`src/shared/cdm_defs.svh`:
```
// named constants of the clock manager: widths, limits, defaults and counts
`ifndef CDM_DEFS_SVH
`define CDM_DEFS_SVH

// width of period, phase and edge counters
`define CDM_PER_W 12
// width of the synthesis accumulators (divide value times period)
`define CDM_DP_W 18
// counter value that means no input edge was seen for too long
`define CDM_STOP_CYC 12'hffe
// shortest input period, in system cycles, that can be tracked
`define CDM_PER_MIN 12'h008
// consecutive matching feedback edges needed before lock
`define CDM_LOCK_MATCH 3'h4
// fine phase limits, in 1/256 of the input period
`define CDM_PS_MAX 9'h0ff
`define CDM_PS_MIN 9'h101
// fraction shift of the fine phase value
`define CDM_FRAC_SH 8
// synthesis defaults, used when the ratio field is zero
`define CDM_FX_M_DEF 5'h04
`define CDM_FX_D_DEF 5'h01
// divide value in half steps: 1.5 is the least, above 8 only whole steps
`define CDM_DV_MIN 6'h03
`define CDM_DV_HALF_TOP 6'h10
// numerator of the doubled and divided tones
`define CDM_DOUBLE_NUM 5'h02
// number of pins passed through the synchroniser
`define CDM_PIN_N 5

`endif

```
`src/shared/cdm_pkg.sv`:
```
// types shared by the clock manager modules
package cdm_pkg;

  // lock sequence, gray coded along idle, measure, tune, locked
  typedef enum logic [1:0] {
    st_idle = 2'b00,
    st_measure = 2'b01,
    st_tune = 2'b11,
    st_locked = 2'b10
  } cdm_state_t;

  // result of comparing feedback edge against the phase target
  typedef enum logic [1:0] {
    skew_match = 2'b00,
    skew_late = 2'b01,
    skew_early = 2'b10
  } cdm_skew_t;

  // static configuration inputs
  typedef struct packed {
    logic hf_mode;
    logic fb_used;
    logic variable_mode;
    logic startup_wait;
    logic [5:0] div_half;
    logic [4:0] fx_m;
    logic [4:0] fx_d;
    logic signed [8:0] phase_cfg;
  } cdm_cfg_t;

  // status byte, bit 0 is the last field
  typedef struct packed {
    logic [4:0] unused;
    logic fx_stopped;
    logic in_stopped;
    logic ps_overflow;
  } cdm_status_t;

  // the nine generated clocks
  typedef struct packed {
    logic zero;
    logic quarter;
    logic half;
    logic three_q;
    logic doubled;
    logic doubled_inv;
    logic divided;
    logic synth;
    logic synth_inv;
  } cdm_clk_t;

  // pins that arrive from outside the system clock domain
  typedef struct packed {
    logic in_clk;
    logic fb;
    logic ps_clk;
    logic ps_en;
    logic ps_dir;
  } cdm_pins_t;

endpackage : cdm_pkg

```
`src/cdm_pin_sync.sv`:
```
// three-stage pin synchroniser with agreement filter and rise pulse
`timescale 1ns/1ps
`include "cdm_defs.svh"
module cdm_pin_sync (
  // clock, reset, enable
  input wire logic clock,
  input wire logic nrst,
  input wire logic clk_en,
  // raw pins and their filtered views
  input wire cdm_pkg::cdm_pins_t pins,
  output cdm_pkg::cdm_pins_t level,
  output cdm_pkg::cdm_pins_t rise
);
  logic [`CDM_PIN_N-1:0] s1_ff, s2_ff, s3_ff, lvl_ff, rise_ff, nxt_lvl;

  // a level only moves once stages two and three agree
  assign nxt_lvl = (~(s2_ff ^ s3_ff) & s3_ff) | ((s2_ff ^ s3_ff) & lvl_ff);

  // first stage is read only by the second
  always_ff @(posedge clock or negedge nrst) begin
    if (!nrst) begin
      s1_ff <= '0;
      s2_ff <= '0;
      s3_ff <= '0;
    end else if (clk_en) begin
      s1_ff <= pins;
      s2_ff <= s1_ff;
      s3_ff <= s2_ff;
    end
  end

  // filtered level and one-cycle rise pulse
  always_ff @(posedge clock or negedge nrst) begin
    if (!nrst) begin
      lvl_ff <= '0;
      rise_ff <= '0;
    end else if (clk_en) begin
      lvl_ff <= nxt_lvl;
      rise_ff <= nxt_lvl & ~lvl_ff;
    end
  end

  assign level = lvl_ff;
  assign rise = rise_ff;
endmodule : cdm_pin_sync

```
`src/cdm_tone_gen.sv`:
```
// ratio tone generator: 50/50 square wave at num/den_p of the system clock
`timescale 1ns/1ps
`include "cdm_defs.svh"
module cdm_tone_gen (
  // clock, reset, enable
  input wire logic clock,
  input wire logic nrst,
  input wire logic clk_en,
  // control
  input wire logic run,
  input wire logic align,
  input wire logic [4:0] num,
  input wire logic [`CDM_DP_W-1:0] den_p,
  // tone
  output logic tone
);
  localparam int DW = `CDM_DP_W;
  logic [DW-1:0] acc_ff;
  logic tone_ff;
  logic [DW:0] sum;

  // two toggles per output period, so the step is twice the numerator
  assign sum = {1'b0, acc_ff} + (DW+1)'({num, 1'b0});

  // align restarts the wave on a rising edge so tones stay phase locked
  always_ff @(posedge clock or negedge nrst) begin
    if (!nrst) begin
      acc_ff <= '0;
      tone_ff <= 1'b0;
    end else if (clk_en) begin
      if (!run) begin
        acc_ff <= '0;
        tone_ff <= 1'b0;
      end else if (align) begin
        acc_ff <= '0;
        tone_ff <= 1'b1;
      end else if (sum >= {1'b0, den_p}) begin
        acc_ff <= DW'(sum - {1'b0, den_p});
        tone_ff <= ~tone_ff;
      end else begin
        acc_ff <= sum[DW-1:0];
      end
    end
  end

  assign tone = tone_ff;
endmodule : cdm_tone_gen

```
`src/cdm_clock_manager.sv`:
```
// clock manager top: de-skew loop, clock synthesis, phase stepping, lock and status
// What this block does
// - optionally hold configuration release low until lock is reached
// - reset input returns every part of the manager to its initial state
// - lock goes high only when every enabled circuit has locked
// - eight-bit status: overflow, input stopped, synthesised stopped, rest zero
// - a tuned delay tap aligns generated edges with the input edge
// - all outputs are aligned to the zero-phase output and the input
// - doubled output and its inverse run at twice the input rate
// - divide 1.5 to 8 in half steps, 9 to 31 whole steps
// - synthesised rate is input times M over D, default four over one
// - inverted synthesised and inverted doubled outputs sit 180 degrees away
// - synthesis outputs have 50/50 duty
// - high-frequency mode switches off the doubled outputs
// - coarse outputs at 0, 90, 180, 270 degrees of the input period
// - high-frequency mode switches off the 90 and 270 degree outputs
// - fine phase shifts all nine outputs by a fraction of the period when feedback is used
// - variable mode steps the phase up or down on enabled step edges
`timescale 1ns/1ps
`include "cdm_defs.svh"
module cdm_clock_manager (
  // system clock, reset, enable
  input wire logic clock,
  input wire logic nrst,
  input wire logic clk_en,
  // pins from outside the system clock domain
  input wire logic input_clock,
  input wire logic feedback_clock,
  input wire logic phase_step_clock,
  input wire logic phase_step_enable,
  input wire logic phase_step_direction,
  // static configuration
  input wire cdm_pkg::cdm_cfg_t cfg,
  // generated clocks
  output cdm_pkg::cdm_clk_t clks,
  // lock, status and configuration hold-off
  output logic locked,
  output cdm_pkg::cdm_status_t status,
  output logic config_release
);
  localparam int PW = `CDM_PER_W;
  localparam int DW = `CDM_DP_W;

  cdm_pkg::cdm_pins_t pin_raw, pin_lvl, pin_rise;
  cdm_pkg::cdm_state_t st_ff, nxt_st;
  cdm_pkg::cdm_skew_t skew;
  logic [PW-1:0] q_in_ff, per_ff, tap_ff, q_loc_ff, fx_cnt_ff, dv_cnt_ff;
  logic [PW-1:0] per_meas, tgt_mod, per_half, per_qtr, fb_off;
  logic signed [8:0] ps_val_ff;
  logic ps_ovf_ff;
  logic [2:0] match_ff;
  logic [DW-1:0] fx_idle_ff, den_x2, den_dv, den_fx;
  logic signed [21:0] tgt_raw, tgt_sh;
  logic [4:0] m_eff, d_eff;
  logic [5:0] dv_eff;
  logic in_stop_c, per_same, gen_run, loc_edge, step_c, step_over, fx_stop_c, lock_c;
  logic x2_tone, dv_tone, fx_tone;
  cdm_pkg::cdm_clk_t clks_ff;
  cdm_pkg::cdm_status_t status_ff;
  logic locked_ff, release_ff;

  // wrapping counter step used by the tap and the edge counters
  function automatic logic [PW-1:0] cdm_wrap_inc(input logic [PW-1:0] v,
                                                 input logic [PW-1:0] top);
    cdm_wrap_inc = (v >= top) ? '0 : PW'(v + 1'b1);
  endfunction : cdm_wrap_inc

  function automatic logic [PW-1:0] cdm_wrap_dec(input logic [PW-1:0] v,
                                                 input logic [PW-1:0] top);
    cdm_wrap_dec = (v == '0) ? top : PW'(v - 1'b1);
  endfunction : cdm_wrap_dec

  // distance from target to feedback edge, modulo the period
  function automatic cdm_pkg::cdm_skew_t cdm_skew_dir(input logic [PW-1:0] off,
                                                      input logic [PW-1:0] tgt,
                                                      input logic [PW-1:0] per);
    logic [PW-1:0] d;
    d = (off >= tgt) ? PW'(off - tgt) : PW'(off + per - tgt);
    if (off == tgt) begin
      cdm_skew_dir = cdm_pkg::skew_match;
    end else if (d <= (per >> 1)) begin
      cdm_skew_dir = cdm_pkg::skew_late;
    end else begin
      cdm_skew_dir = cdm_pkg::skew_early;
    end
  endfunction : cdm_skew_dir

  // every pin is from another domain, so all pass the synchroniser
  assign pin_raw = '{in_clk: input_clock, fb: feedback_clock, ps_clk: phase_step_clock,
                     ps_en: phase_step_enable, ps_dir: phase_step_direction};

  cdm_pin_sync u_sync (
    .clock(clock),
    .nrst(nrst),
    .clk_en(clk_en),
    .pins(pin_raw),
    .level(pin_lvl),
    .rise(pin_rise)
  );

  // period measurement and input-stopped detection
  assign in_stop_c = (q_in_ff == `CDM_STOP_CYC);
  assign per_meas = PW'(q_in_ff + 1'b1);
  assign per_same = (per_meas == per_ff) && (per_meas >= `CDM_PER_MIN);
  assign per_half = per_ff >> 1;
  assign per_qtr = per_ff >> 2;

  // cycles since the last input rise, saturating at the stop mark
  always_ff @(posedge clock or negedge nrst) begin
    if (!nrst) begin
      q_in_ff <= '0;
    end else if (clk_en) begin
      if (pin_rise.in_clk) begin
        q_in_ff <= '0;
      end else if (!in_stop_c) begin
        q_in_ff <= PW'(q_in_ff + 1'b1);
      end
    end
  end

  // last measured period
  always_ff @(posedge clock or negedge nrst) begin
    if (!nrst) begin
      per_ff <= '0;
    end else if (clk_en && pin_rise.in_clk) begin
      per_ff <= per_meas;
    end
  end

  // synthesis ratios; zero fields select the defaults
  assign m_eff = (cfg.fx_m == '0) ? `CDM_FX_M_DEF : cfg.fx_m;
  assign d_eff = (cfg.fx_d == '0) ? `CDM_FX_D_DEF : cfg.fx_d;
  // below 1.5 clamps up, above 8 drops to the whole step below
  always_comb begin
    if (cfg.div_half < `CDM_DV_MIN) begin
      dv_eff = `CDM_DV_MIN;
    end else if (cfg.div_half > `CDM_DV_HALF_TOP) begin
      dv_eff = {cfg.div_half[5:1], 1'b0};
    end else begin
      dv_eff = cfg.div_half;
    end
  end

  assign den_x2 = DW'(per_ff);
  assign den_dv = DW'(dv_eff) * DW'(per_ff);
  assign den_fx = DW'(d_eff) * DW'(per_ff);

  // fine phase step; out-of-range steps are dropped and flagged
  // steps wait for idle to end, since idle is where the start value is loaded
  assign step_c = pin_rise.ps_clk && pin_lvl.ps_en && cfg.variable_mode
                  && (st_ff != cdm_pkg::st_idle);
  assign step_over = step_c && (pin_lvl.ps_dir ? (ps_val_ff == `CDM_PS_MAX)
                                               : (ps_val_ff == `CDM_PS_MIN));

  // fixed mode follows the configured value, variable mode loads it while idle
  always_ff @(posedge clock or negedge nrst) begin
    if (!nrst) begin
      ps_val_ff <= '0;
    end else if (clk_en) begin
      if (!cfg.variable_mode || (st_ff == cdm_pkg::st_idle)) begin
        ps_val_ff <= cfg.phase_cfg;
      end else if (step_c && !step_over) begin
        ps_val_ff <= pin_lvl.ps_dir ? ps_val_ff + 9'sh001 : ps_val_ff - 9'sh001;
      end
    end
  end

  // overflow holds until the next accepted step
  always_ff @(posedge clock or negedge nrst) begin
    if (!nrst) begin
      ps_ovf_ff <= 1'b0;
    end else if (clk_en) begin
      if (step_over) begin
        ps_ovf_ff <= 1'b1;
      end else if (step_c || !cfg.variable_mode) begin
        ps_ovf_ff <= 1'b0;
      end
    end
  end

  // phase target: fraction of the period, folded into 0..period-1
  assign tgt_raw = ps_val_ff * $signed({1'b0, per_ff});
  assign tgt_sh = tgt_raw >>> `CDM_FRAC_SH;
  assign tgt_mod = tgt_sh[21] ? PW'(tgt_sh + $signed({1'b0, per_ff})) : tgt_sh[PW-1:0];
  // count this edge too, so a feedback rise on the input's own edge reads as zero skew
  assign fb_off = pin_rise.in_clk ? '0 : per_meas;
  assign skew = cdm_skew_dir(fb_off, tgt_mod, per_ff);

  // delay tap: one step per feedback edge, late edges pull it back
  always_ff @(posedge clock or negedge nrst) begin
    if (!nrst) begin
      tap_ff <= '0;
    end else if (clk_en) begin
      if (!cfg.fb_used || tap_ff >= per_ff) begin
        tap_ff <= '0;
      end else if (pin_rise.fb && gen_run) begin
        if (skew == cdm_pkg::skew_late) begin
          tap_ff <= cdm_wrap_dec(tap_ff, PW'(per_ff - 1'b1));
        end else if (skew == cdm_pkg::skew_early) begin
          tap_ff <= cdm_wrap_inc(tap_ff, PW'(per_ff - 1'b1));
        end
      end
    end
  end

  // consecutive matching feedback edges while tuning
  always_ff @(posedge clock or negedge nrst) begin
    if (!nrst) begin
      match_ff <= '0;
    end else if (clk_en) begin
      if (st_ff != cdm_pkg::st_tune) begin
        match_ff <= '0;
      end else if (pin_rise.fb) begin
        match_ff <= (skew == cdm_pkg::skew_match) ? 3'(match_ff + 1'b1) : '0;
      end
    end
  end

  // lock sequence; a stopped input or a period change restarts it
  always_comb begin
    nxt_st = st_ff;
    case (st_ff)
      cdm_pkg::st_idle: begin
        if (pin_rise.in_clk) begin
          nxt_st = cdm_pkg::st_measure;
        end
      end
      cdm_pkg::st_measure: begin
        if (pin_rise.in_clk && per_same) begin
          nxt_st = cfg.fb_used ? cdm_pkg::st_tune : cdm_pkg::st_locked;
        end
      end
      cdm_pkg::st_tune: begin
        if (in_stop_c || (pin_rise.in_clk && !per_same)) begin
          nxt_st = cdm_pkg::st_measure;
        end else if (match_ff == `CDM_LOCK_MATCH) begin
          nxt_st = cdm_pkg::st_locked;
        end
      end
      default: begin
        if (in_stop_c || (pin_rise.in_clk && !per_same)) begin
          nxt_st = cdm_pkg::st_measure;
        end
      end
    endcase
  end

  // reset returns the sequence to idle
  always_ff @(posedge clock or negedge nrst) begin
    if (!nrst) begin
      st_ff <= cdm_pkg::st_idle;
    end else if (clk_en) begin
      st_ff <= nxt_st;
    end
  end

  // local reference edge sits tap cycles after the input edge
  assign gen_run = (st_ff == cdm_pkg::st_tune) || (st_ff == cdm_pkg::st_locked);
  assign loc_edge = gen_run && !in_stop_c && (q_in_ff == tap_ff);

  // phase within the local period, drives the coarse outputs
  always_ff @(posedge clock or negedge nrst) begin
    if (!nrst) begin
      q_loc_ff <= '0;
    end else if (clk_en) begin
      if (loc_edge) begin
        q_loc_ff <= '0;
      end else if (q_loc_ff != `CDM_STOP_CYC) begin
        q_loc_ff <= PW'(q_loc_ff + 1'b1);
      end
    end
  end

  // divided and synthesised waves realign only every D or dv_eff (twice the divide) edges
  always_ff @(posedge clock or negedge nrst) begin
    if (!nrst) begin
      fx_cnt_ff <= '0;
      dv_cnt_ff <= '0;
    end else if (clk_en) begin
      if (!gen_run) begin
        fx_cnt_ff <= '0;
        dv_cnt_ff <= '0;
      end else if (loc_edge) begin
        fx_cnt_ff <= cdm_wrap_inc(fx_cnt_ff, PW'(d_eff - 1'b1));
        dv_cnt_ff <= cdm_wrap_inc(dv_cnt_ff, PW'(dv_eff - 1'b1));
      end
    end
  end

  // tones must stay below half the system clock rate to keep their shape
  cdm_tone_gen u_x2 (
    .clock(clock),
    .nrst(nrst),
    .clk_en(clk_en),
    .run(gen_run && !cfg.hf_mode),
    .align(loc_edge),
    .num(`CDM_DOUBLE_NUM),
    .den_p(den_x2),
    .tone(x2_tone)
  );

  cdm_tone_gen u_dv (
    .clock(clock),
    .nrst(nrst),
    .clk_en(clk_en),
    .run(gen_run),
    .align(loc_edge && (dv_cnt_ff == '0)),
    .num(`CDM_DOUBLE_NUM),
    .den_p(den_dv),
    .tone(dv_tone)
  );

  cdm_tone_gen u_fx (
    .clock(clock),
    .nrst(nrst),
    .clk_en(clk_en),
    .run(gen_run),
    .align(loc_edge && (fx_cnt_ff == '0)),
    .num(m_eff),
    .den_p(den_fx),
    .tone(fx_tone)
  );

  // synthesised-stopped: no toggle for D input periods (M synthesised periods)
  assign fx_stop_c = gen_run && (fx_idle_ff > den_fx);

  always_ff @(posedge clock or negedge nrst) begin
    if (!nrst) begin
      fx_idle_ff <= '0;
    end else if (clk_en) begin
      if (!gen_run || (fx_tone != clks_ff.synth)) begin
        fx_idle_ff <= '0;
      end else if (!fx_stop_c) begin
        fx_idle_ff <= DW'(fx_idle_ff + 1'b1);
      end
    end
  end

  // output clocks; each inverse is the complement of the same tone
  always_ff @(posedge clock or negedge nrst) begin
    if (!nrst) begin
      clks_ff <= '0;
    end else if (clk_en) begin
      clks_ff.zero <= gen_run && (q_loc_ff < per_half);
      clks_ff.half <= gen_run && !(q_loc_ff < per_half);
      clks_ff.quarter <= gen_run && !cfg.hf_mode && (q_loc_ff >= per_qtr)
                         && (q_loc_ff < PW'(per_qtr + per_half));
      clks_ff.three_q <= gen_run && !cfg.hf_mode && !((q_loc_ff >= per_qtr)
                         && (q_loc_ff < PW'(per_qtr + per_half)));
      clks_ff.doubled <= gen_run && !cfg.hf_mode && x2_tone;
      clks_ff.doubled_inv <= gen_run && !cfg.hf_mode && !x2_tone;
      clks_ff.divided <= gen_run && dv_tone;
      clks_ff.synth <= gen_run && fx_tone;
      clks_ff.synth_inv <= gen_run && !fx_tone;
    end
  end

  // lock needs the sequence done, the input running and synthesis alive
  assign lock_c = (st_ff == cdm_pkg::st_locked) && !in_stop_c && !fx_stop_c;

  always_ff @(posedge clock or negedge nrst) begin
    if (!nrst) begin
      locked_ff <= 1'b0;
      release_ff <= 1'b0;
    end else if (clk_en) begin
      locked_ff <= lock_c;
      release_ff <= !cfg.startup_wait || lock_c;
    end
  end

  // status byte, spare bits always zero
  always_ff @(posedge clock or negedge nrst) begin
    if (!nrst) begin
      status_ff <= '0;
    end else if (clk_en) begin
      status_ff.unused <= '0;
      status_ff.ps_overflow <= ps_ovf_ff;
      status_ff.in_stopped <= in_stop_c;
      status_ff.fx_stopped <= fx_stop_c;
    end
  end

  assign clks = clks_ff;
  assign locked = locked_ff;
  assign status = status_ff;
  assign config_release = release_ff;
endmodule : cdm_clock_manager

```
`config.mk`:
```
export PLATFORM = sky130hd
export DESIGN_NAME = cdm_clock_manager
export DESIGN_NICKNAME = d
export VERILOG_FILES = /design/src/shared/cdm_pkg.sv /design/src/cdm_pin_sync.sv /design/src/cdm_tone_gen.sv /design/src/cdm_clock_manager.sv
export VERILOG_INCLUDE_DIRS = /design/src /design/src/shared
export SDC_FILE = /design/constraint.sdc
export NUM_CORES = 1
export LEC_CHECK = 0
export ABC_AREA = 1
export BUFFER_PORTS_ARGS = -buffer_cell sky130_fd_sc_hd__buf_2
export CAP_MARGIN = 10
export CORE_UTILIZATION = 30
export DETAILED_ROUTE_END_ITERATION = 8
export GPL_ROUTABILITY_DRIVEN = 0
export PLACE_DENSITY = 0.48
export REMOVE_ABC_BUFFERS = 1
export SLEW_MARGIN = 20
export SYNTH_ARGS = -nofsm -noshare
export SYNTH_HDL_FRONTEND = slang
export SYNTH_SLANG_ARGS = --single-unit
```
`constraint.sdc`:
```
create_clock -name clock -period 13.9 [get_ports clock]
set_clock_uncertainty 0.2 [all_clocks]
set_input_delay 3.475 -clock clock [delete_from_list [all_inputs] [get_ports clock]]
set_output_delay 3.475 -clock clock [all_outputs]
set_load 0.01 [all_outputs]
```
Word-level counts from Yosys, hierarchy flattened
Cells that the tools add are included.
{"block": "word_totals", "output_inout_bits": 19, "regBits": 201}
{"block": "op_classes", "n_mux": 61, "bitwise_logic": 10, "n_addsub": 24, "eq_ne": 24, "n_mul": 3, "n_reduce_logical": 76, "magnitude_cmp": 16}
{"op": "2-to-1 mux 12 bit", "count": 19}
{"op": "2-to-1 mux 18 bit", "count": 11}
{"op": "adder 12 x 1 -> 12 bit, second input constant", "count": 5}
{"op": ">= comparator 12 bit", "count": 5}
{"op": "adder 18 x 3 -> 19 bit, second input constant", "count": 2}
{"op": "equality test 12 bit", "count": 3}
{"op": "zero test 12 bit", "count": 3}
{"op": "logical AND 1 bit", "count": 29}
{"op": "2-to-1 mux 9 bit", "count": 3}
{"op": "adder 12 bit", "count": 2}
{"op": "subtractor 12 x 1 -> 12 bit, second input constant", "count": 2}
{"op": "subtractor 12 bit", "count": 2}
{"op": "multiplier 9 x 13 -> 22 bit", "count": 1}
{"op": "AND reduction 2 bit", "count": 10}
{"op": "adder 18 x 6 -> 19 bit", "count": 1}
{"op": ">= comparator 19 x 12 -> 1 bit", "count": 1}
{"op": ">= comparator 19 x 17 -> 1 bit", "count": 1}
{"op": ">= comparator 19 x 18 -> 1 bit", "count": 1}
{"op": "adder 18 x 1 -> 18 bit, second input constant", "count": 1}
{"op": "greater-than comparator 18 x 17 -> 1 bit", "count": 1}
{"op": "multiplier 6 x 12 -> 18 bit", "count": 1}
{"op": "subtractor 18 x 12 -> 18 bit", "count": 1}
{"op": "subtractor 18 x 17 -> 18 bit", "count": 1}
{"op": "subtractor 18 bit", "count": 1}
{"op": "46 further kinds", "count": 107}

Longest topological paths before layout
Gate-level depths: netlist (run 1).
{"block": "depth", "word_depth": 13, "mapped_depth": 58, "ltp_nobuf": 55}

By module
A second synthesis (run 1) with hierarchy kept.
{"block": "unflattened", "hier_cells": 4219, "hier_area_um2": 29759.8}
{"mod": "cdm_clock_manager", "seq_area_each_um2": 2977.9, "cells_each": 2764, "instances": 1, "area_each_um2": 20319.5}
{"mod": "cdm_tone_gen (u_dv ...)", "seq_area_each_um2": 475.5, "cells_each": 443, "instances": 2, "area_each_um2": 2824.0}
{"mod": "cdm_tone_gen (u_x2)", "seq_area_each_um2": 475.5, "cells_each": 442, "instances": 1, "area_each_um2": 2735.1}
{"mod": "cdm_pin_sync", "seq_area_each_um2": 625.6, "cells_each": 127, "instances": 1, "area_each_um2": 1057.3}

Least setup slack after synthesis (run 1)
No wires, ideal clock.
{"block": "synth_timing", "kind": "register to register", "startpoint": "reg per_ff[2]", "endpoint": "reg tap_ff[11]", "setup_slack_ns": 4.379, "n_path_buf": 4, "stages_incl_launch_ff": 51, "arrival_ns": 9.204, "period_less_slack_ns": 9.521, "path_cell_list": "dfrtp_1 > clkbuf_1 > clkbuf_1 > nand2_1 > fa_1 > inv_1 > fa_1 > inv_1 > fa_1 > inv_1 > fa_1 > fa_1 > ha_1 > nand2_2 > nand2_2 > nand2_1 > nand2_1 > xnor2_1 > [... 15 more ...] > buf_2 > mux2i_1 > ha_1 > nand2_1 > inv_1 > a221oi_1 > nor2_1 > a211oi_1 > o21ai_0 > nand3_1 > nand2_1 > a21oi_1 > o21ai_0 > inv_1 > buf_2 > nand3_1 > nand3_1 > nand2_1"}
{"block": "synth_between", "elab_chain_len": 12, "word_cells_on_any_way": 27, "classes_between": "add/sub: 5; mul: 1; order compare: 4; eq/ne: 3; mux: 10; reduce/logical: 4"}
{"item": "start: declaration", "line": "cdm_clock_manager.sv:47", "rtl": "logic [PW-1:0] q_in_ff, per_ff, tap_ff, q_loc_ff, fx_cnt_ff, dv_cnt_ff;"}
{"item": "start signal: assignment", "line": "cdm_clock_manager.sv:126", "rtl": "per_ff <= per_meas;"}
{"item": "multiplier 9 x 13 -> 22 bit", "line": "cdm_clock_manager.sv:182", "rtl": "assign tgt_raw = ps_val_ff * $signed({1'b0, per_ff});"}
{"item": "adder 12 bit", "line": "cdm_clock_manager.sv:184", "rtl": "assign tgt_mod = tgt_sh[21] ? PW'(tgt_sh + $signed({1'b0, per_ff})) : tgt_sh[PW-1:0];"}
{"item": "2-to-1 mux 12 bit", "line": "cdm_clock_manager.sv:184"}
{"item": "subtractor 12 bit or >= comparator 12 bit (tied branches)", "line": "cdm_clock_manager.sv:78", "rtl": "d = (off >= tgt) ? PW'(off - tgt) : PW'(off + per - tgt);"}
{"item": "2-to-1 mux 12 bit", "line": "cdm_clock_manager.sv:78"}
{"item": "less-or-equal comparator 12 x 11 -> 1 bit", "line": "cdm_clock_manager.sv:81", "rtl": "end else if (d <= (per >> 1)) begin"}
{"item": "2-to-1 mux 2 bit", "line": "cdm_clock_manager.sv:81"}
{"item": "2-to-1 mux 2 bit", "line": "cdm_clock_manager.sv:79", "rtl": "if (off == tgt) begin"}
{"item": "equality test 2 x 1 -> 1 bit", "line": "cdm_clock_manager.sv:197", "rtl": "if (skew == cdm_pkg::skew_late) begin"}
{"item": "2-to-1 mux 12 bit", "line": "cdm_clock_manager.sv:197"}
{"item": "2-to-1 mux 12 bit", "line": "cdm_clock_manager.sv:196", "rtl": "end else if (pin_rise.fb && gen_run) begin"}
{"item": "2-to-1 mux 12 bit", "line": "cdm_clock_manager.sv:194", "rtl": "if (!cfg.fb_used || tap_ff >= per_ff) begin"}
{"item": "end signal: assignment", "line": "cdm_clock_manager.sv:198", "rtl": "tap_ff <= cdm_wrap_dec(tap_ff, PW'(per_ff - 1'b1));"}
{"item": "end signal: assignment", "line": "cdm_clock_manager.sv:200", "rtl": "tap_ff <= cdm_wrap_inc(tap_ff, PW'(per_ff - 1'b1));"}
{"item": "end: declaration", "line": "cdm_clock_manager.sv:47"}
Parallel ways exist; a longest one is shown, timed or not. The select of a mux whose other input is x is not followed.
A chain may end at the register's enable or synchronous reset.

Final worst setup path (run 1)
{"block": "layout_timing", "startpoint": "reg per_ff[5]", "endpoint": "reg tap_ff[10]"}
The elaborated chain is that of the path after synthesis.

==> metrics.md, run 1 <==
| Metric | Value |
|---|---|
| Status | finished, final reports clean |
| Core ar. | a little under 90000 sq um |
| Worst Path Arrival | 10.87 ns |
| CP Capture Type | flip-flop |
| Syn Inst Count | 3592 |
| Cts repair resizes | 0 |
| Worst Path Buf+Inv | 6 |
| Slew headroom | 28.38% |
| I/O Pins | between 50 and 60 |
| Wire per inst | around 17 um |
| Die Ht | 299.1 um |
| Die area | about 89000 sq um |
| Commonest non-fill, non-tap cells in the layout | nand2_1, inv_1, ha_1, nor2_1, o21ai_0 |
| Worst Hold Depth | 1 |
| Final Slew Violations | 0 |
| FF-to-FF Start | per_ff[5]$_DFFE_PN0P_ |
| CP max FO | 16 |
| Period utilisation layout | about 76% |
| Minimum period implied by the final worst setup slack | ~11 ns |
| Post-synthesis async set-or-reset flop share | 100.0% |
| Finish-stage setup viols | 0 |
| Drt pass-1 iters | 5 |
| Ys Warns | 0 |
| Initial Util | 30.42% |
| Final setup TNS | 0 ns |
| Cts hold-fix bufs | 0 |
| Multi-input logic area | 18840 sq um |
| HPWL Detailed | 61640 um |
| Yosys cell types | 63 |
| Synthesized cell area | roughly 26000 sq um |
| Post-CTS setup buffers | 0 |
| FMAX | 94.12 MHz |
| Register area share after synthesis | a little under a fifth |
| HP Start | u_x2.tone$_DFFE_PN0P_ |
| DRC | 0 |
| Sequential cell area | roughly 5000 sq um |
| DR iter-0 viols | about 1200 |
| CTS tree | done |
| Worst r2r dst | tap_ff[10]$_DFFE_PN0P_ |
| Primary FF master, synth | dfrtp_1 |
| CTS root buf | clkbuf_16 |
| Antenna Nets Post-Route | 0 |
| Top Family by Delay on Critical Path | adder cells |
| H-tree Lvls | 4 |
| Least-Margin Pin Slew | approximately 1.1 ns |
| Row count | ~110 |
| N_diodes | 0 |
| Vias in the first global route | 22653 |
| Mean Syn Cell Area | roughly 7.4 sq um |
| Flop2flop setup slack | 3.28 ns |
| R2R depth | just over 50 |
| Hold EP | clks[3]$_DFFE_PN0P_ |
| Clock Sinks | around 200 |
| Post-synth EDFFs | 0 |
| Global-route wire length before repair | around 130000 um |
| Clock Pin Slew Worst Setup and Hold Paths | 0.09 ns |
| Drt total wl | around 79000 um |
| Via count | between 20000 and 25000 |
| RSZ-0062 raised after global routing | false |
| Port Buffers | 50 |
| Fill count | 9492 |
| Final Net Count | ~4100 |
| GRT overflow | 0 |
| Crit start category | flip-flop |
| Largest net degree at the start of global routing | approximately 80 |
| #FFs+latches synth | slightly below 200 |
| Worst Hold Class | flip-flop to flip-flop |
| Vias per cell | between 4 and 5 |
| Commonest non-fill, non-tap cell in the layout | nand2_1 |
| Layout cells sized above 1 | between 5 and 6% |
| Tot GR Track Use | roughly 18% |
| Clk Latency, worst-skew pair | about 0.51 ns |
| CTS max path bufs | 2 |
| Final Hold Fails | 0 |
| Most frequent CP cell | nand2_1 |
| Max-cap check violation count | 0 |
| Initial antenna violation count | 1 |
| Worst path slowest cell | dfrtp_1 |
| Crit path largest cell delay | approximately 0.91 ns |
| Die Wd | 299.1 um |
| Kind of critical path | flip-flop to flip-flop |
| Area grow syn2layout | 8.086% |
| TritonCTS buffer count | 17 |
| Worst endpoint required time | 14.14 ns |
-- cells in the mapped netlist (all sizes together), types with 6 or more instances --
library cell	instances	area, sq um
a21boi	6	45.05
a21o	9	67.56
a21oi	216	1089
a221oi	7	61.31
a31oi	9	56.30
buf	31	186.4
clkbuf	72	270.3
dfrtp	199	4980
fa	157	3143
ha	352	4404
inv	593	2226
mux2i	6	60.06
nand2	769	2988
nand3	165	855.8
nand3b	12	90.09
nand4	39	256.5
nor2	268	1061
nor3	60	342.8
nor4	24	156.4
o211ai	19	142.6
o21a	9	67.56
o21ai	246	1231
o21bai	23	172.7
o22ai	29	181.4
o31ai	14	105.1
xnor2	54	488.0
xor2	159	1400
-- how the worst max path moves through the flow --
| stage | end | cells past startpoint | from | slack, ns |
|---|---|---|---|---|
| 2_1_floorplan | u_dv.tone$_DFFE_PN0P_ | 33 | cfg[22] | 4.02 |
| 3_3_place_gp | u_dv.acc_ff[9]$_DFFE_PN0P_ | 33 | cfg[23] | 3.04 |
| 3_5_place_dp | u_dv.acc_ff[4]$_DFFE_PN0P_ | 33 | cfg[23] | 2.98 |
| 4_1_cts | tap_ff[7]$_DFFE_PN0P_ | 49 | per_ff[5]$_DFFE_PN0P_ | 3.32 |
| 5_1_grt | tap_ff[9]$_DFFE_PN0P_ | 53 | per_ff[5]$_DFFE_PN0P_ | 2.20 |
| 6_report | tap_ff[10]$_DFFE_PN0P_ | 51 | per_ff[5]$_DFFE_PN0P_ | 3.28 |
-- metrics by stage --
step                      instance area [sq um]  std cells  hold WS (ns)  util (%)  setup WS [ns]
after global routing                      28620       4769        0.2993     32.88          2.202
final                                     28620       4769        0.2523     32.88          3.276
after floorplan                           26060       3499        0.2351         -          4.018
after detailed placement                  28020       4737        0.2436     32.19          2.985
after global placement                    28020       4737        0.2497     32.19          3.036
after CTS                                 28610       4769        0.2568     32.88          3.316
-- layer usage --
layer,vias to the layer above,global-route usage (%),part of all wire (%)
met5,-,0,0
met2,343,30.16,47
met3,61,2.457,3.4
li1,11646,-,-
met1,10621,24.61,48
met4,0,4.349,1.6
-- logic make-up after synthesis --
kind of cell / synth area share [%]
other cells: 0.02837
mux: 0.3544
buf+inv: 10.19
compound gates: 12.99
fa+ha+maj: 28.51
xor+xnor: 7.131
simple gates: 21.99
flops: 18.81
-- state kept, by name, indices dropped and copies added (netlist names), 9 cells and up, named ones only --
name / count
fx_cnt_ff: 12
u_fx.acc_ff: 18
fx_idle_ff: 18
u_x2.acc_ff: 18
clks: 9
dv_cnt_ff: 12
tap_ff: 12
q_in_ff: 12
per_ff: 12
u_dv.acc_ff: 18
ps_val_ff: 9
q_loc_ff: 12
-- worst register-to-register path, delay by kind of cell, from the launching register on --
kind / cells / cell delay [ns]
flops: 1 / 0.91
simple gates: 20 / 2.21
compound gates: 14 / 2.57
xor+xnor: 2 / 0.40
buf+inv: 6 / 0.70
fa+ha+maj: 9 / 3.60
-- cell type report --
type                            instances  area share (%)
Clock inverter                         15          0.5946
Multi-Input combinational cell       2703           65.85
Inverter                              597           7.831
Sequential cell                       199           17.40
Timing Repair Buffer                   83           1.784
Clock buffer                           17           1.487
Tap cell                             1155           5.050
Power of run 1 is left out: the tool's default activity adds up to more than one toggle a clock period on the data nets, which glitch-free logic cannot reach.
==> run 2, diff against run 1 <==
==> constraint.sdc (replaced) <==
create_clock -name clock -period 11 [get_ports clock]
set_clock_uncertainty 0.2 [all_clocks]
set_input_delay 2.75 -clock clock [delete_from_list [all_inputs] [get_ports clock]]
set_output_delay 2.75 -clock clock [all_outputs]
set_load 0.01 [all_outputs]
==> run 2 against run 1 <==
  * Die area unchanged
  * Design area increased by 0.24%
  * Highest routed layer unchanged
  * Hold slack improved by 0.014 ns
  * Sequential share of layout area about the same
==> metrics.md, run 2 (synthesized netlist as in run 1, its figures left out) <==
| Metric | Value |
|---|---|
| N_diodes | 0 (unchanged) |
| Commonest non-fill, non-tap cells in the layout | nand2_1, inv_1, ha_1, nor2_1, o21ai_0 (unchanged) |
| CTS root buf | clkbuf_16 (unchanged) |
| HP Start | u_x2.tone$_DFFE_PN0P_ (unchanged) |
| Area grow syn2layout | 8.346% (was 8.086%) |
| Crit start category | flip-flop (unchanged) |
| CP Capture Type | flip-flop (unchanged) |
| Commonest non-fill, non-tap cell in the layout | nand2_1 (unchanged) |
| DRC | 0 (unchanged) |
| Clock Sinks | 199 (unchanged) |
| Most frequent CP cell | nand2_1 (unchanged) |
| Row count | 108 (unchanged) |
| Port Buffers | 50 (unchanged) |
| CP max FO | 14 (was 16) |
| Crit path largest cell delay | 0.65 ns (was 0.91 ns) |
| Die area | 89440 sq um (unchanged) |
| Worst Hold Margin | 0.2658 ns (was 0.2523 ns) |
| Clk Latency, worst-skew pair | 0.52 ns (was 0.51 ns) |
| Minimum period implied by the final worst setup slack | 10.06 ns (was 10.62 ns) |
| Global-route wire length before repair | 127100 um (was 127000 um) |
| Final Net Count | 4150 (was 4147) |
| Fill count | 9480 (was 9492) |
| Initial Util | 30.42% (unchanged) |
| Worst endpoint required time | 11.25 ns (was 14.14 ns) |
| Period utilisation layout | 91.45% (was 76.43%) |
| Max-cap check violation count | 0 (unchanged) |
| Cts hold-fix bufs | 0 (unchanged) |
| CTS tree | done (unchanged) |
| Via count | 22904 (was 22671) |
| FF-to-FF Start | ps_val_ff[2]$_DFFE_PN0P_ (was per_ff[5]$_DFFE_PN0P_) |
| Finish-stage setup viols | 0 (unchanged) |
| I/O Pins | 56 (unchanged) |
| Status | finished, final reports clean (unchanged) |
| CTS max path bufs | 2 (unchanged) |
| Initial antenna violation count | 3 (was 1) |
| Drt total wl | 79340 um (was 79350 um) |
| Clock Pin Slew Worst Setup and Hold Paths | 0.09 ns (about the same) |
| HPWL Detailed | 61500 um (was 61640 um) |
| TritonCTS buffer count | 17 (unchanged) |
| Kind of critical path | flip-flop to flip-flop (unchanged) |
| Die Wd | 299.1 um (unchanged) |
| Wire per inst | 16.63 um (was 16.64 um) |
| DR iter-0 viols | 1257 (was 1246) |
| Worst Path Arrival | 10.31 ns (was 10.87 ns) |
| Crit path from | ps_val_ff[2]$_DFFE_PN0P_ (was per_ff[5]$_DFFE_PN0P_) |
| GRT overflow | 0 (unchanged) |
| Least-Margin Pin Slew | 1.027 ns (was 1.070 ns) |
| Final Hold Fails | 0 (unchanged) |
| Vias in the first global route | 22648 (was 22653) |
| RSZ-0062 raised after global routing | false (unchanged) |
| Final setup TNS | 0 ns (unchanged) |
| Slew headroom | 31.52% (was 28.38%) |
| Final Slew Violations | 0 (unchanged) |
| Tot GR Track Use | 18.20% (was 18.09%) |
| Layout cells sized above 1 | 5.502% (was 5.313%) |
| Worst path slowest cell | dfrtp_1 (unchanged) |
| Post-CTS setup buffers | 0 (unchanged) |
| Vias per cell | 4.800 (was 4.754) |
| H-tree Lvls | 4 (unchanged) |
| Core ar. | 87020 sq um (unchanged) |
| Antenna Nets Post-Route | 0 (unchanged) |
| Drt pass-1 iters | 6 (was 5) |
| Worst Hold Class | flip-flop to flip-flop (unchanged) |
| Die Ht | 299.1 um (unchanged) |
| FMAX | 99.41 MHz (was 94.12 MHz) |
| Largest net degree at the start of global routing | 110 (was 78) |
-- run 2: changes by cell type in the layout (fill, tap and decap cells not counted), sizes merged --
cell and change:
buf +3, bufinv +2, clkbuf +1, clkinv +1
inv -4
-- run 2: area by class of cell --
| cell class | count | area, sq um | share of cell area, % |
|---|---|---|---|
| clock buffers | 18 | 429.2 | 1.496 |
| clock inverters | 14 | 203.9 | 0.7110 |
| inverters | 597 | 2245 | 7.825 |
| multi-input cells | 2703 | 18840 | 65.69 |
| flip-flops and latches | 199 | 4985 | 17.38 |
| well taps | 1155 | 1445 | 5.038 |
| repair buffers | 86 | 533.0 | 1.858 |
-- run 2: worst paths after layout --
kind | endpoint | slack (ns) | depth (start not counted)
hold / removal | clks[3]$_DFFE_PN0P_ | 0.27 | 1
setup / recovery | tap_ff[0]$_DFFE_PN0P_ | 0.94 | 49
hold reg to reg | clks[3]$_DFFE_PN0P_ | 0.27 | 1
setup reg to reg | tap_ff[0]$_DFFE_PN0P_ | 0.94 | 49
min in group asynchronous | u_fx.acc_ff[8]$_DFFE_PN0P_ | 2.12 | 1
max in group asynchronous | status[1]$_DFFE_PN0P_ | 7.16 | 2
-- run 2: what timing repair did --
action                                 CTS  global route
endpoints found under the hold margin    0             0
resized for setup                        0             6
setup endpoints to repair                0            12
-- run 2: per-layer routing --
layer | global-route usage [%] | routed length, um | vias to the layer above
li1 | - | - | 11669
met1 | 25.45 | 38980 | 10777
met2 | 29.23 | 35840 | 385
met3 | 2.000 | 2665 | 73
met4 | 5.807 | 1855 | 0
met5 | 0 | 0 | -
-- run 2: metrics by stage --
| stage | util (%) | cell area [sq um] | setup WS (ns) | cells |
|---|---|---|---|---|
| final | 32.96 | 28690 | 0.9404 | 4772 |
| after global routing | 32.96 | 28690 | 0.02519 | 4772 |
| after CTS | 32.95 | 28670 | 0.7020 | 4772 |
| after detailed placement | 32.22 | 28040 | 0.7486 | 4740 |
| after global placement | 32.22 | 28040 | 0.7294 | 4740 |
| after floorplan | - | 26060 | 1.715 | 3499 |
-- run 2: worst max-delay path, delay by kind of cell, from the launching register on --
kind,cells,cell delay (ns)
AND/OR/NAND/NOR,20,2.17
flip-flops,1,0.65
adder cells (fa/ha/maj),9,3.60
AO/OA/AOI/OAI,11,2.17
buffers and inverters,6,0.64
multiplexers,1,0.23
XOR/XNOR,2,0.30
Power of run 2 is left out for the same reason.
